[config.mk]
export PLATFORM = sky130hd
export DESIGN_NAME = reset_source_monitor_logic
export DESIGN_NICKNAME = d
export VERILOG_FILES = /design/src/inc/reset_monitor_pkg.sv /design/src/inc/settle_if.sv /design/src/verilog/osc_settle_counter.sv /design/src/verilog/reset_source_monitor_logic.sv
export SDC_FILE = /design/constraint.sdc
export NUM_CORES = 1
export LEC_CHECK = 0
export BUFFER_PORTS_ARGS = -buffer_cell sky130_fd_sc_hd__buf_2
export CAP_MARGIN = 20
export CORE_ASPECT_RATIO = 1.2
export CORE_MARGIN = 2
export CORE_UTILIZATION = 51
export CTS_BUF_LIST = sky130_fd_sc_hd__clkbuf_16
export DETAILED_ROUTE_END_ITERATION = 6
export GPL_ROUTABILITY_DRIVEN = 0
export PLACE_DENSITY = 0.83
export SKIP_LAST_GASP = 1
export SYNTH_ARGS = -nofsm -noshare
export SYNTH_HDL_FRONTEND = slang
export SYNTH_HIERARCHICAL = 1
export SYNTH_SLANG_ARGS = --single-unit
export TNS_END_PERCENT = 30
[constraint.sdc]
create_clock -name clk -period 2.55 [get_ports clk]
set_input_delay 0.255 -clock clk [delete_from_list [all_inputs] [get_ports clk]]
set_output_delay 0.255 -clock clk [all_outputs]
set_load 0.01 [all_outputs]
[src/inc/reset_monitor_pkg.sv]
// Purpose: Shared constants for the reset-source monitor logic.
// Assumes: System clock of 10 MHz, synchronous active-high reset.
// Notes:   Field positions follow the control and flag byte layouts.
package reset_monitor_pkg;
    localparam int          CLOCK_HZ            = 10_000_000;
    localparam logic [7:0]  SETTLE_SELECT_RESET = 8'h05;
    localparam int          SETTLE_LOG2_PERIODS = 16;
    localparam int          SETTLE_CYCLES       = 1 << SETTLE_LOG2_PERIODS;
    localparam int          CM_ENABLE_BIT       = 0;
    localparam int          FLAG_CLOCK_MON_BIT  = 1;
    localparam int          FLAG_LOW_VOLT_BIT   = 0;
    localparam logic [7:0]  FLAGS_RESET         = 8'h00;
    localparam int          LV_ON_BIT           = 7;
    localparam int          LV_RESET_SEL_BIT    = 1;
    localparam int          LV_FLAG_BIT         = 0;
    localparam logic [7:0]  LV_CONTROL_RESET    = 8'h00;
    localparam logic [7:0]  LV_LEVEL_RESET      = 8'h00;
    localparam logic [7:0]  LV_LEVEL_MASK       = 8'h0f;
endpackage : reset_monitor_pkg

[src/inc/settle_if.sv]
// Purpose: Carries the settle counter status to the monitor logic.
// Assumes: One clock domain.
// Notes:   Done is a level that stays high once reached, until restart or reset.
`timescale 1ns/1ns
interface settle_if;
    logic restart;
    logic done;
    modport counter (input restart, output done);
    modport user    (output restart, input done);
endinterface : settle_if

[src/verilog/osc_settle_counter.sv]
// Purpose: Counts the oscillation stabilisation interval.
// Assumes: Synchronous active-high reset.
// Notes:   Restart reloads the count from zero.
`timescale 1ns/1ns
module osc_settle_counter #(
    parameter int SETTLE_CYCLES = reset_monitor_pkg::SETTLE_CYCLES
) (
    input  wire logic clk,
    input  wire logic rst,
    settle_if.counter st
);
    localparam int W = $clog2(SETTLE_CYCLES + 1);
    logic [W-1:0] count_reg;
    logic         done_reg;

    if (SETTLE_CYCLES < 1) begin : g_bad_settle
        $error("settle count must be positive");
    end

    always_ff @(posedge clk) begin
        if (rst || st.restart) begin
            count_reg <= '0;
            done_reg  <= 1'b0;
        end else if (!done_reg) begin
            count_reg <= count_reg + W'(1);
            done_reg  <= (count_reg == W'(SETTLE_CYCLES - 1));
        end
    end
    assign st.done = done_reg;
endmodule : osc_settle_counter

[src/verilog/reset_source_monitor_logic.sv]
// Purpose: Reset-source control: clock monitor, power-on clear, low voltage.
// Assumes: Inputs synchronous to clk; writes are one-cycle strobes.
// Notes:   Internal reset is a one-cycle pulse raised by a monitor source.
`timescale 1ns/1ns
module reset_source_monitor_logic #(
    parameter int SETTLE_CYCLES = reset_monitor_pkg::SETTLE_CYCLES
) (
    input  wire logic       clk,
    input  wire logic       rst,
    input  wire logic       power_on_clear,
    input  wire logic       rc_oscillator_sel,
    input  wire logic       osc_clock_lost,
    input  wire logic       supply_low,
    input  wire logic       cm_write,
    input  wire logic [7:0] cm_wdata,
    input  wire logic       lv_write,
    input  wire logic [7:0] lv_wdata,
    input  wire logic       lv_bit_clear,
    input  wire logic       level_write,
    input  wire logic [7:0] level_wdata,
    input  wire logic       low_voltage_irq_mask,
    output logic            clock_monitor_enable_bit,
    output logic [7:0]      reset_cause_flags,
    output logic [7:0]      low_voltage_control,
    output logic [7:0]      low_voltage_level_select,
    output logic            internal_reset,
    output logic            low_voltage_irq,
    output logic            clock_switch_ok,
    output logic            clock_monitor_active
);
    logic cm_reset;
    logic lv_reset;
    logic lv_reset_mode;
    logic lv_on;
    logic clear_all;
    logic prev_low_reg;
    logic lv_event;
    logic cm_rst_q_reg;
    settle_if st ();

    osc_settle_counter #(.SETTLE_CYCLES(SETTLE_CYCLES)) u_settle (
        .clk (clk),
        .rst (rst),
        .st  (st)
    );
    // Settling restarts after any reset so the monitor waits again.
    assign st.restart = internal_reset || power_on_clear;

    assign lv_on         = low_voltage_control[reset_monitor_pkg::LV_ON_BIT];
    assign lv_reset_mode =
        low_voltage_control[reset_monitor_pkg::LV_RESET_SEL_BIT];
    // Edge on supply_low, so enabling reset mode on a good supply is quiet.
    assign lv_event  = lv_on && supply_low && !prev_low_reg;
    assign lv_reset  = lv_event && lv_reset_mode;
    assign cm_reset  = clock_monitor_active && osc_clock_lost
                       && !cm_rst_q_reg;
    assign clear_all = rst || power_on_clear;

    always_ff @(posedge clk) begin
        if (clear_all) prev_low_reg <= 1'b0;
        else prev_low_reg <= lv_on && supply_low;
    end

    always_ff @(posedge clk) begin
        if (clear_all) cm_rst_q_reg <= 1'b0;
        else cm_rst_q_reg <= cm_reset;
    end

    // Enable is set-only from software; cleared only by reset sources.
    always_ff @(posedge clk) begin
        if (clear_all || cm_reset || internal_reset) begin
            clock_monitor_enable_bit <= 1'b0;
        end else if (cm_write
                     && cm_wdata[reset_monitor_pkg::CM_ENABLE_BIT]) begin
            clock_monitor_enable_bit <= 1'b1;
        end
    end

    always_ff @(posedge clk) begin
        if (clear_all) clock_monitor_active <= 1'b0;
        else clock_monitor_active <= clock_monitor_enable_bit
                                     && st.done;
    end

    // RC oscillator needs no settling wait before the clock switch.
    always_ff @(posedge clk) begin
        if (clear_all) clock_switch_ok <= 1'b0;
        else clock_switch_ok <= rc_oscillator_sel || st.done;
    end

    always_ff @(posedge clk) begin
        if (clear_all) internal_reset <= 1'b0;
        else internal_reset <= cm_reset || lv_reset;
    end

    // Power-on clear and rst empty the flags; flags otherwise only set here.
    always_ff @(posedge clk) begin
        if (power_on_clear) begin
            reset_cause_flags <= reset_monitor_pkg::FLAGS_RESET;
        end else if (rst) begin
            reset_cause_flags <= reset_monitor_pkg::FLAGS_RESET;
        end else begin
            if (cm_reset)
                reset_cause_flags[reset_monitor_pkg::FLAG_CLOCK_MON_BIT]
                    <= 1'b1;
            if (lv_reset)
                reset_cause_flags[reset_monitor_pkg::FLAG_LOW_VOLT_BIT]
                    <= 1'b1;
        end
    end

    // Detector state ignores internal_reset, so its own reset keeps it.
    always_ff @(posedge clk) begin
        if (clear_all) begin
            low_voltage_control <= reset_monitor_pkg::LV_CONTROL_RESET;
        end else begin
            if (lv_write) low_voltage_control <= lv_wdata;
            else if (lv_bit_clear)
                low_voltage_control[reset_monitor_pkg::LV_ON_BIT]
                    <= 1'b0;
            if (!lv_write)
                low_voltage_control[reset_monitor_pkg::LV_FLAG_BIT]
                    <= lv_on && supply_low;
        end
    end

    // Reserved upper bits are held at zero whatever software writes.
    always_ff @(posedge clk) begin
        if (clear_all)
            low_voltage_level_select <= reset_monitor_pkg::LV_LEVEL_RESET;
        else if (level_write)
            low_voltage_level_select <= level_wdata
                & reset_monitor_pkg::LV_LEVEL_MASK;
    end

    // Interrupt on each detection when unmasked, in either mode.
    always_ff @(posedge clk) begin
        if (clear_all) low_voltage_irq <= 1'b0;
        else low_voltage_irq <= lv_event && !low_voltage_irq_mask;
    end
endmodule : reset_source_monitor_logic

# Word-level counts from Yosys, hierarchy flattened
# Index checks and enable logic that the tools add are counted.
# op_classes
addsub	1
eq_ne	1
muxes	4
n_reduce_logical	20
# ops
op	n
$add A17 B1 Y17 const B	1
$eq A17 B16 Y1 const B	1
$logic_and A1 B1 Y1	8
$logic_or A1 B1 Y1	7
$mux W1	4
$logic_not A1 Y1	3
$reduce_bool A2 Y1	1
$reduce_or A2 Y1	1
# totals
regBits	39
input_bits	35

# Logic depth before layout (Yosys ltp)
# Gate-level depths: netlist (run 1).
# depth
word_depth	4
mapped_depth	7

# By module
# The synthesis (run 1) kept the hierarchy.
# by_module_without_submodules
mod	instances	cells_per_inst	area_per_inst_um2	seq_area_each_um2
osc_settle_counter	1	94	837.1	360.3
reset_source_monitor_logic	1	81	802.0	420.4

# Worst setup path after synthesis (run 1)
# OpenSTA, ideal clock, no wires.
# synth_timing
kind	flip-flop to flip-flop
from	register internal_reset
to	register u_settle.count_reg[14]
setup_ns	0.059
arrival_ns	1.588
required_ns	2.491
slack_ns	0.903
path_stages_with_launch	6
n_path_buf	1
period_less_slack_ns	1.647
path_cell_list	dfxtp_1 > or2_2 > or2_2 > clkbuf_1 > or4_1 > nand2_1
# synth_via
elab_chain_cells	2
# synth_lines
item	line	rtl
start: declaration	reset_source_monitor_logic.sv:26	output logic internal_reset,
start signal: assignment	reset_source_monitor_logic.sv:93	else internal_reset <= cm_reset || lv_reset;
$logic_or A1 B1 Y1	reset_source_monitor_logic.sv:47	assign st.restart = internal_reset || power_on_clear;
named net st.restart	settle_if.sv:6	logic restart;
$logic_or A1 B1 Y1	osc_settle_counter.sv:21	if (rst || st.restart) begin
end signal: assignment	osc_settle_counter.sv:25	count_reg <= count_reg + W'(1);
end: declaration	osc_settle_counter.sv:13	logic [W-1:0] count_reg;
# The timed path passes the listed nets, and every way through them passes these cells.
# A chain may end at the register's enable or synchronous reset.

# Worst setup path after layout (run 1)
# layout_timing
from	register u_settle.count_reg[9]
to	register u_settle.count_reg[16]
# layout_via
elab_chain_cells	1
# layout_lines
item	line
$add A17 B1 Y17	osc_settle_counter.sv:25
# Every way passes these cells.

==> results of run 1 <==
==> critical path: cells and delay by family, from the launching register on <==
family                     cells  cell delay (ps)
and+or+nand+nor                5              940
AOI/OAI and AO/OA              1               50
DFF                            1              400
adders and majority gates      1              290
==> Yosys cell counts, drive strengths merged <==
cell,instances
nor4b,1
inv,5
nor3,1
or2,3
o21ai,3
or3,5
and4,1
nand2b,1
conb,1
xor2,4
clkbuf,4
nor4,6
buf,13
and4b,1
nand2,9
or4,1
o211ai,1
or3b,1
nand4b,3
dfxtp,39
a21oi,10
nand3,5
nand4,3
nor2,32
ha,2
xnor2,7
mux2i,11
nand3b,2
==> stage by stage <==
step / total power, mW / util / worst slack, ps / hold WS, ps / instances
floorplan: 0.6915 / - / 902.8 / 328.5 / 184
global placement: 0.7059 / 0.5925 / 820.0 / 407.1 / 245
detailed placement: 0.7080 / 0.5925 / 804.5 / 428.3 / 245
CTS: 1.487 / 0.6544 / 783.8 / 157.5 / 253
global route: 1.522 / 0.6544 / 626.5 / 150.4 / 253
finish: 1.468 / 0.6544 / 822.0 / 160.9 / 253
==> power groups by stage <==
stage	sequential, mW	clock (mW)	combinational (mW)
CTS	0.625	0.791	0.0705
global placement	0.637	0	0.0689
finish	0.625	0.773	0.0703
detailed placement	0.638	0	0.0702
global route	0.626	0.818	0.0787
floorplan	0.641	0	0.0509
==> area by class of cell <==
type	count	share of cell area
Clock buffer	5	0.06258
Clock inverter	3	0.03191
Inverter	5	0.009387
Multi-Input combinational cell	123	0.3780
Sequential cell	39	0.3905
Tap cell	36	0.02253
Timing Repair Buffer	42	0.1051
==> metal layers <==
| layer | vias to the layer above | global-route usage | part of all wire |
|---|---|---|---|
| met1 | 591 | 0.1832 | 0.41 |
| met5 | - | 0 | 0 |
| li1 | 659 | - | - |
| met2 | 51 | 0.3333 | 0.50 |
| met3 | 6 | 0.05675 | 0.075 |
| met4 | 0 | 0.08537 | 0.016 |
==> cell families after synthesis <==
logic type      count (synthesis)
simple gates                   75
flops                          39
buf+inv                        22
compound gates                 14
xor+xnor                       11
mux                            11
fa+ha+maj                       2
other cells                     1
==> worst paths after layout <==
path                            slack, ps                        to                   from  cells past startpoint
worst min register to register        440  clock_monitor_enable_bit         internal_reset                      1
worst max register to register        820    u_settle/count_reg[16]  u_settle/count_reg[9]                      7
worst min-delay path                  160           low_voltage_irq   low_voltage_irq_mask                      2
worst max-delay path                  820    u_settle/count_reg[16]  u_settle/count_reg[9]                      7
==> results.md, run 1 <==
- Combinational share of power: 0.048
- CTS root buf: clkbuf_16
- First-pass GRT wire length: 5140 um
- Synth top area cells: dfxtp_1 (48%), nor2_1 (7.3%), mux2i_1 (6.7%)
- Routed wire length per instance: 11.87 um
- YS warnings: 6
- Post-CTS Setup Bufs: 0
- FMAX: 578.7 MHz
- CP cell instances: and4_1 -> nand4_1 -> nor4_1 -> ha_1 -> nor2_1 -> a21oi_1 -> nor2_1
- Worst vdd ir: 0.5596 mV
- Register area: 780.7 sq um
- DIE AREA: 3685 sq um
- Power share of the clock group: 0.527
- DP Wirelength: 2184 um
- CTS Sinks: 39
- Cell Pwr Density: 734.3 nW/um^2
- Worst-Skew Late Latency: 270 ps
- CP startpoint kind: flip-flop
- Commonest non-fill, non-tap cell in the layout: buf_2
- Number of global-route vias before repair: 1247
- Initial Util: 0.5364
- Mux cell area share after synthesis: 0.06718
- Routed via count: 1307
- Row count: 22
- Final net count: 253
- Final wirelength: 3002 um
- Reg clk slew, reported paths: 50 ps
- Synth Area in Compound Gates: 0.04656
- Worst Skew: 2.112 ps
- Switching power: 0.2629 mW
- Max Cap Viol: 0
- Antenna Nets Post-Route: 0
- Worst-Margin Slew: 718.4 ps
- Switching share of power: 0.1790
- XOR/XNOR Fraction of Synth Area: 0.05878
- Pins Over Slew Limit: 0
- Hold_buf cts: 0
- Cts bufs inserted: 5
- Setup violators final: 0
- Flop pwr share: 0.426
- Crit-path most repeated cell: nor2_1
- Total Neg Setup Slack: 0 ps
- Fill cells: 247
- DR vias/cell: 5.166
- Internal: 1.205 mW
- Post-Synth Adder-Cell Area: 0.01527
- Crit Path Class: flip-flop to flip-flop
- Top-area cell type share of the netlist area: 0.4763
- Synth Instances: 175
- Leading area contributor after synthesis: dfxtp_1
- RSZ-0062 raised after global routing: false
- Fin area: 1999 sq um
- Maximum clock path buffer count: 2
- Number of H-tree levels: 2
- Final period util: 0.6777
- Antenna diode count: 0
- Outcome: complete, no violations
- Max reg flops: 17
- Layout cells sized above 1: 0.2627
- Layout area overhead: 21.98%
- Count of different cell masters after synthesis: 37
- Area of the multi-input gates: 755.7 sq um
- Largest family of logic cells by synthesized area: simple AND/OR/NAND/NOR gates
- Io pins: 64
- Min Tclk post-route: 1728 ps
- Flops & latches, synth: 39
- Crit-path slowest cell: dfxtp_1
- Gr usage total: 0.1801
- DR iter-0 viols: 41
- Pin count of the biggest net entering global routing: 22
- CP required: 2760 ps
- Drt first pass iters: 4
- Largest fanout on the critical path: 5
- Static leakage: 0.8698 nW
- Initial antenna violation count: 0
- Post-Syn Area: 1639 sq um
- Slew headroom: 0.5211
- Total gr overflow: 0
- CORE AREA: 3055 sq um
- CTS resizes: 0
- Synth Area in Simple Gates: 0.2504
- Final Hold Fails: 0
- # DRC: 0
- Die Height: 66.10 um
- Die X: 55.75 um
- Post-synthesis area per instance: 9.366 sq um
- CP endpoint kind: flip-flop
- Post-synthesis sequential area ratio: 0.4763
- Worst path arrival time: 1940 ps
- Most frequent cells in the layout: buf_2 (42), dfxtp_1 (39), nor2_1 (32)
- CTS tree: yes
- Area post-placement: 1810 sq um
- Critical Path Max Stage Delay: 400 ps
- Buffers on Ports: 42
- Worst hold path type: primary input to flip-flop
Note: power is estimated with default switching activity, not from simulation.
==> run 2: changes to the inputs <==
Settings changed: ABC_AREA from default to 1, CORE_UTILIZATION 51 to 44, PLACE_DENSITY 0.83 to 0.75.
Clock period 2.55 ns to 1.45 ns, I/O delays scaled along.
==> run 2 against run 1 <==
Net effect: cell area grew 8.4%; synthesized cell count up 32%; hold slack got worse by 82 ps; highest routed layer unchanged; clock skew is 2.3 ps higher; utilization is 9.5 points lower; critical path depth unchanged; critical endpoint unchanged; combinational power rose by 100%; routed wire length increased by 14%; sequential power increased by 76%; sequential cell count stayed put.
==> results.md, run 2 <==
- FMAX: 714.6 MHz
- Worst r2r path cells: 7
- DP Wirelength: 2557 um
- Flop pwr share: 0.447
- Worst vdd ir: 0.7450 mV
- Internal: 1.947 mW
- Reg-to-Reg Start: u_settle/count_reg[0]
- Layout area overhead: 24.77%
- Drt first pass iters: 4
- Power share of the clock group: 0.494
- Worst-Skew Late Latency: 280 ps
- Switching power: 0.5046 mW
- Static leakage: 0.9642 nW
- Commonest non-fill, non-tap cell in the layout: nand2_1
- CP required: 1660 ps
- YS warnings: 6
- Die X: 61.37 um
- # DRC: 0
- Final period util: 0.9651
- DIE AREA: 4471 sq um
- EDFF count, synth: 0
- CP startpoint kind: flip-flop
- Post-synthesis area per instance: 7.523 sq um
- Routed wire length per instance: 10.23 um
- Final Hold Fails: 0
- Post-synthesis sequential area ratio: 0.4492
- Worst hold margin: 79.12 ps
- Most frequent cells in the layout: nand2_1 (58), buf_2 (42), dfxtp_1 (39)
- R2R Path End: u_settle/count_reg[16]
- Number of H-tree levels: 2
- Post-Synth Adder-Cell Area: 0.01440
- RSZ-0062 raised after global routing: true
- Routed via count: 1509
- Antenna Nets Post-Route: 0
- Count of different cell masters after synthesis: 25
- Largest fanout on the critical path: 3
- Die Height: 72.85 um
- Pin count of the biggest net entering global routing: 15
- Synth top area cells: dfxtp_1 (45%), nand2_1 (13%), nor2_1 (6.7%)
- CTS Sinks: 39
- Number of global-route vias before repair: 1452
- Max Cap Viol: 0
- Buffers on Ports: 42
- Cts bufs inserted: 5
- CTS root buf: clkbuf_16
- Initial Util: 0.4481
- Row count: 25
- Switching share of power: 0.2058
- Crit path capture: u_settle/count_reg[16]
- Mux cell area share after synthesis: 0
- DR vias/cell: 4.518
- Worst Skew: 4.372 ps
- Antenna diode count: 0
- Leading area contributor after synthesis: dfxtp_1
- Initial antenna violation count: 0
- Min Tclk post-route: 1399 ps
- Max reg flops: 17
- Main synth FF type: dfxtp_1
- Reg clk slew, reported paths: 60 ps
- Largest family of logic cells by synthesized area: simple AND/OR/NAND/NOR gates
- Outcome: complete, no violations
- First-pass GRT wire length: 5961 um
- DR iter-0 viols: 34
- Critical Path Source: u_settle/count_reg[0]
- Worst path arrival time: 1610 ps
- Layout cells sized above 1: 0.2750
- Final wirelength: 3416 um
- Synth Area in Simple Gates: 0.3125
- Combinational share of power: 0.059
- Worst hold path type: primary input to flip-flop
- Cell with the most instances after synthesis: nand2_1
- CORE AREA: 3879 sq um
- Flops & latches, synth: 39
- Post-Syn Area: 1738 sq um
- Top-area cell type share of the netlist area: 0.4492
- Maximum clock path buffer count: 2
- Setup violators final: 0
- XOR/XNOR Fraction of Synth Area: 0.005040
- Io pins: 64
- CTS tree: yes
- Gr usage total: 0.1787
- Post-synth ARST share: 0
- Synth Instances: 231
- Crit Path Class: flip-flop to flip-flop
- CP endpoint kind: flip-flop
- Pins Over Slew Limit: 0
- Fin area: 2168 sq um
- Total gr overflow: 0
- Final net count: 317
- Commonest cells post-synth: nand2_1 (58), dfxtp_1 (39), nor2_1 (31)
- Cell Pwr Density: 1131 nW/um^2
- Synth Area in Compound Gates: 0.1094
- Hold_buf cts: 0
- R2R Setup Slk: 50 ps
- Total Neg Setup Slack: 0 ps
- Area post-placement: 1998 sq um
## run 2: cell count changes in the layout (fill, tap and decap cells not counted), sizes merged, moves of 6 or more
cell   change
mux2i     -11
a21oi     +12
inv       +16
nand2     +54
nor4       -6
nor2       +7
nand3      +7
xnor2      -7
## run 2: metal layers
metal / up-vias / GRT usage / wire, um / share of wire
met2: 45 / 0.2955 / 1689 / 0.49
met3: 9 / 0.06206 / 229 / 0.067
li1: 804 / - / - / -
met1: 651 / 0.1947 / 1391 / 0.41
met4: 0 / 0.09929 / 105 / 0.031
met5: - / 0 / 0 / 0
## run 2: cell type report
class                      instances  area, sq um
clock inverter                     2        37.54
sequential                        39        780.7
fill                             372         1710
clock buffer                       5        125.1
timing repair buffer              47        260.3
tap                               54        67.56
inverter                          22        85.08
multi-input combinational        165        812.0
## run 2: through the flow
| step | util | std cells | setup WS [ps] | total power [mW] |
|---|---|---|---|---|
| finish | 0.5590 | 334 | 50.54 | 2.452 |
| global route | 0.5590 | 334 | -28.97 | 2.538 |
| CTS | 0.5571 | 334 | 2.035 | 2.492 |
| detailed placement | 0.5152 | 327 | 3.061 | 1.265 |
| global placement | 0.5152 | 327 | 93.55 | 1.261 |
| floorplan | - | 240 | 135.4 | 1.222 |
## run 2: power by group through the flow
stage / combinational, mW / clock (mW) / sequential, mW
floorplan: 0.0958 / 0 / 1.13
global placement: 0.142 / 0 / 1.12
detailed placement: 0.145 / 0 / 1.12
CTS: 0.145 / 1.25 / 1.10
global route: 0.164 / 1.27 / 1.10
finish: 0.144 / 1.21 / 1.10
## run 2: cell families after synthesis
family,count (synthesis)
simple gates,120
xor+xnor,1
fa+ha+maj,2
flops,39
compound gates,32
buf+inv,36
other cells,1
## run 2: worst min-delay path by stage
stage	cells past startpoint	slack, ps	from	to
2_1_floorplan	2	270	rc_oscillator_sel	clock_switch_ok
3_3_place_gp	3	360	rc_oscillator_sel	clock_switch_ok
3_5_place_dp	3	370	rc_oscillator_sel	clock_switch_ok
4_1_cts	3	70	rc_oscillator_sel	clock_switch_ok
5_1_grt	3	110	lv_wdata[1]	low_voltage_control[1]
6_report	3	80	rc_oscillator_sel	clock_switch_ok
## run 2: critical path: stages, from the launching register on
cell     delay (ps)
dfxtp_1         360
ha_1            180
nand2_1          80
nor2_1          120
nand2_2          80
nor3_2          120
ha_1            250
a21oi_1         140
## run 2: repair_timing
item	4_1_cts	5_1_grt
resized for setup	0	2
endpoints found under the setup margin	0	4
buffers inserted	0	0
==> run 3: changes to the inputs <==
Settings changed: CTS_BUF_LIST sky130_fd_sc_hd__clkbuf_16 to default.
==> run 3 against run 2 <==
Net effect: non-clock buffer count rose by 1; hold slack got worse by 10 ps; total power fell by 14%; combinational power barely moved; largest power group is now sequential cells.
==> results.md, run 3 (synthesis gave the netlist of run 2 again) <==
- Outcome: complete, no violations
- Gr usage total: 0.1755
- CTS tree: yes
- Family with the most delay on the worst path: simple AND/OR/NAND/NOR gates
- Layout cells sized above 1: 0.2847
- Commonest non-fill, non-tap cell in the layout: nand2_1
- Power, Total: 2.115 mW
- RSZ-0062 raised after global routing: false
- # DRC: 0
- DIE AREA: 4471 sq um
- Critical Path Max Stage Delay: 420 ps
- Number of H-tree levels: 2
- CP startpoint kind: flip-flop
- Final period util: 0.9435
- Most frequent cells in the layout: nand2_1 (58), buf_2 (42), dfxtp_1 (37)
- FMAX: 731.0 MHz
- Worst-Skew Late Latency: 290 ps
- Final net count: 318
- Final Hold Fails: 0
- Cts bufs inserted: 5
- Routed wire length per instance: 10.04 um
- Total Neg Setup Slack: 0 ps
- Worst hold margin: 68.82 ps
- Maximum clock path buffer count: 2
- Buffers on Ports: 42
- Worst vdd ir: 0.7018 mV
- Pin count of the biggest net entering global routing: 15
- Pins Over Slew Limit: 0
- Total gr overflow: 0
- Static leakage: 0.9445 nW
- Hold_buf cts: 0
- Antenna diode count: 0
- Max Cap Viol: 0
- Routed via count: 1503
- CORE AREA: 3879 sq um
- CTS root buf: clkbuf_8
- Worst Skew: 3.144 ps
- CP required: 1670 ps
- Register area: 783.3 sq um
- Initial antenna violation count: 0
- Row count: 25
- Number of global-route vias before repair: 1444
- Final wirelength: 3362 um
- DR iter-0 viols: 33
- Fill cells: 380
- Die X: 61.37 um
- Max reg flops: 17
- Dpl ws: 3.061 ps
- Crit Path Class: flip-flop to flip-flop
- Setup violators final: 0
- DP Wirelength: 2557 um
- CP bufs+invs: 0
- Crit-path slowest cell: dfxtp_1
- Io pins: 64
- Reg clk slew, reported paths: 70 ps
- Drt first pass iters: 4
- Largest fanout on the critical path: 5
- First-pass GRT wire length: 5920 um
- Layout area overhead: 22.10%
- CP cell instances: nand2_4 -> nor2_4 -> nand2_2 -> nor3_2 -> ha_1 -> a21oi_1
- Die Height: 72.85 um
- Cell Pwr Density: 996.8 nW/um^2
- CP endpoint kind: flip-flop
- Initial Util: 0.4481
- Area of the multi-input gates: 812.0 sq um
- DR vias/cell: 4.487
- Min Tclk post-route: 1368 ps
- Worst path arrival time: 1590 ps
- Antenna Nets Post-Route: 0
- Final WS setup: 81.99 ps
- Worst hold path type: primary input to flip-flop
- CTS Sinks: 39
## run 3: routing by layer
| metal | vias to the layer above | global-route usage | wire (um) |
|---|---|---|---|
| met5 | - | 0 | 0 |
| met4 | 0 | 0.08511 | 38 |
| met3 | 4 | 0.06206 | 247 |
| met2 | 50 | 0.2896 | 1709 |
| met1 | 644 | 0.1969 | 1365 |
| li1 | 805 | - | - |
## run 3: cell type report
| cell class | instances | area share |
|---|---|---|
| clock buffer | 5 | 0.03243 |
| clock inverter | 2 | 0.01769 |
| inverter | 22 | 0.04009 |
| multi-input combinational | 165 | 0.3827 |
| sequential | 39 | 0.3691 |
| tap | 54 | 0.03184 |
| timing repair buffer | 48 | 0.1262 |
## run 3: report_power, final
group / leakage, nW / internal [mW] / total [mW] / switching, mW
clock: 0.0502 / 0.503 / 0.873 / 0.371
combinational: 0.578 / 0.0605 / 0.147 / 0.0860
sequential: 0.317 / 1.09 / 1.10 / 0.00820
total: 0.944 / 1.65 / 2.12 / 0.465
## run 3: repair_timing
action | 4_1_cts | 5_1_grt
setup endpoints to repair | 1 | 3
pin swaps | 0 | 1
setup buffers | 0 | 1
resized for setup | 1 | 3
## run 3: worst reg2reg max path, cell delays in order, from the launching register on
cell and delay [ps]:
dfxtp_1 420, nand2_4 110, nor2_4 180, nand2_2 90, nor3_2 130, ha_1 250, a21oi_1 140
## run 3: per-stage QoR
stage          cell area, sq um    util  instances
6_report                   2122  0.5471        335
2_1_floorplan              1772       -        240
3_3_place_gp               1998  0.5152        327
4_1_cts                    2110  0.5439        334
3_5_place_dp               1998  0.5152        327
5_1_grt                    2122  0.5471        335
## run 3: path summary, 6_finish.rpt
check	startpoint	end	slack (ps)	depth (start not counted)
hold / removal	rc_oscillator_sel	clock_switch_ok	70	3
setup / recovery	u_settle/count_reg[4]	u_settle/count_reg[16]	80	6
hold reg to reg	reset_cause_flags[1]	reset_cause_flags[1]	450	2
setup reg to reg	u_settle/count_reg[4]	u_settle/count_reg[16]	80	6
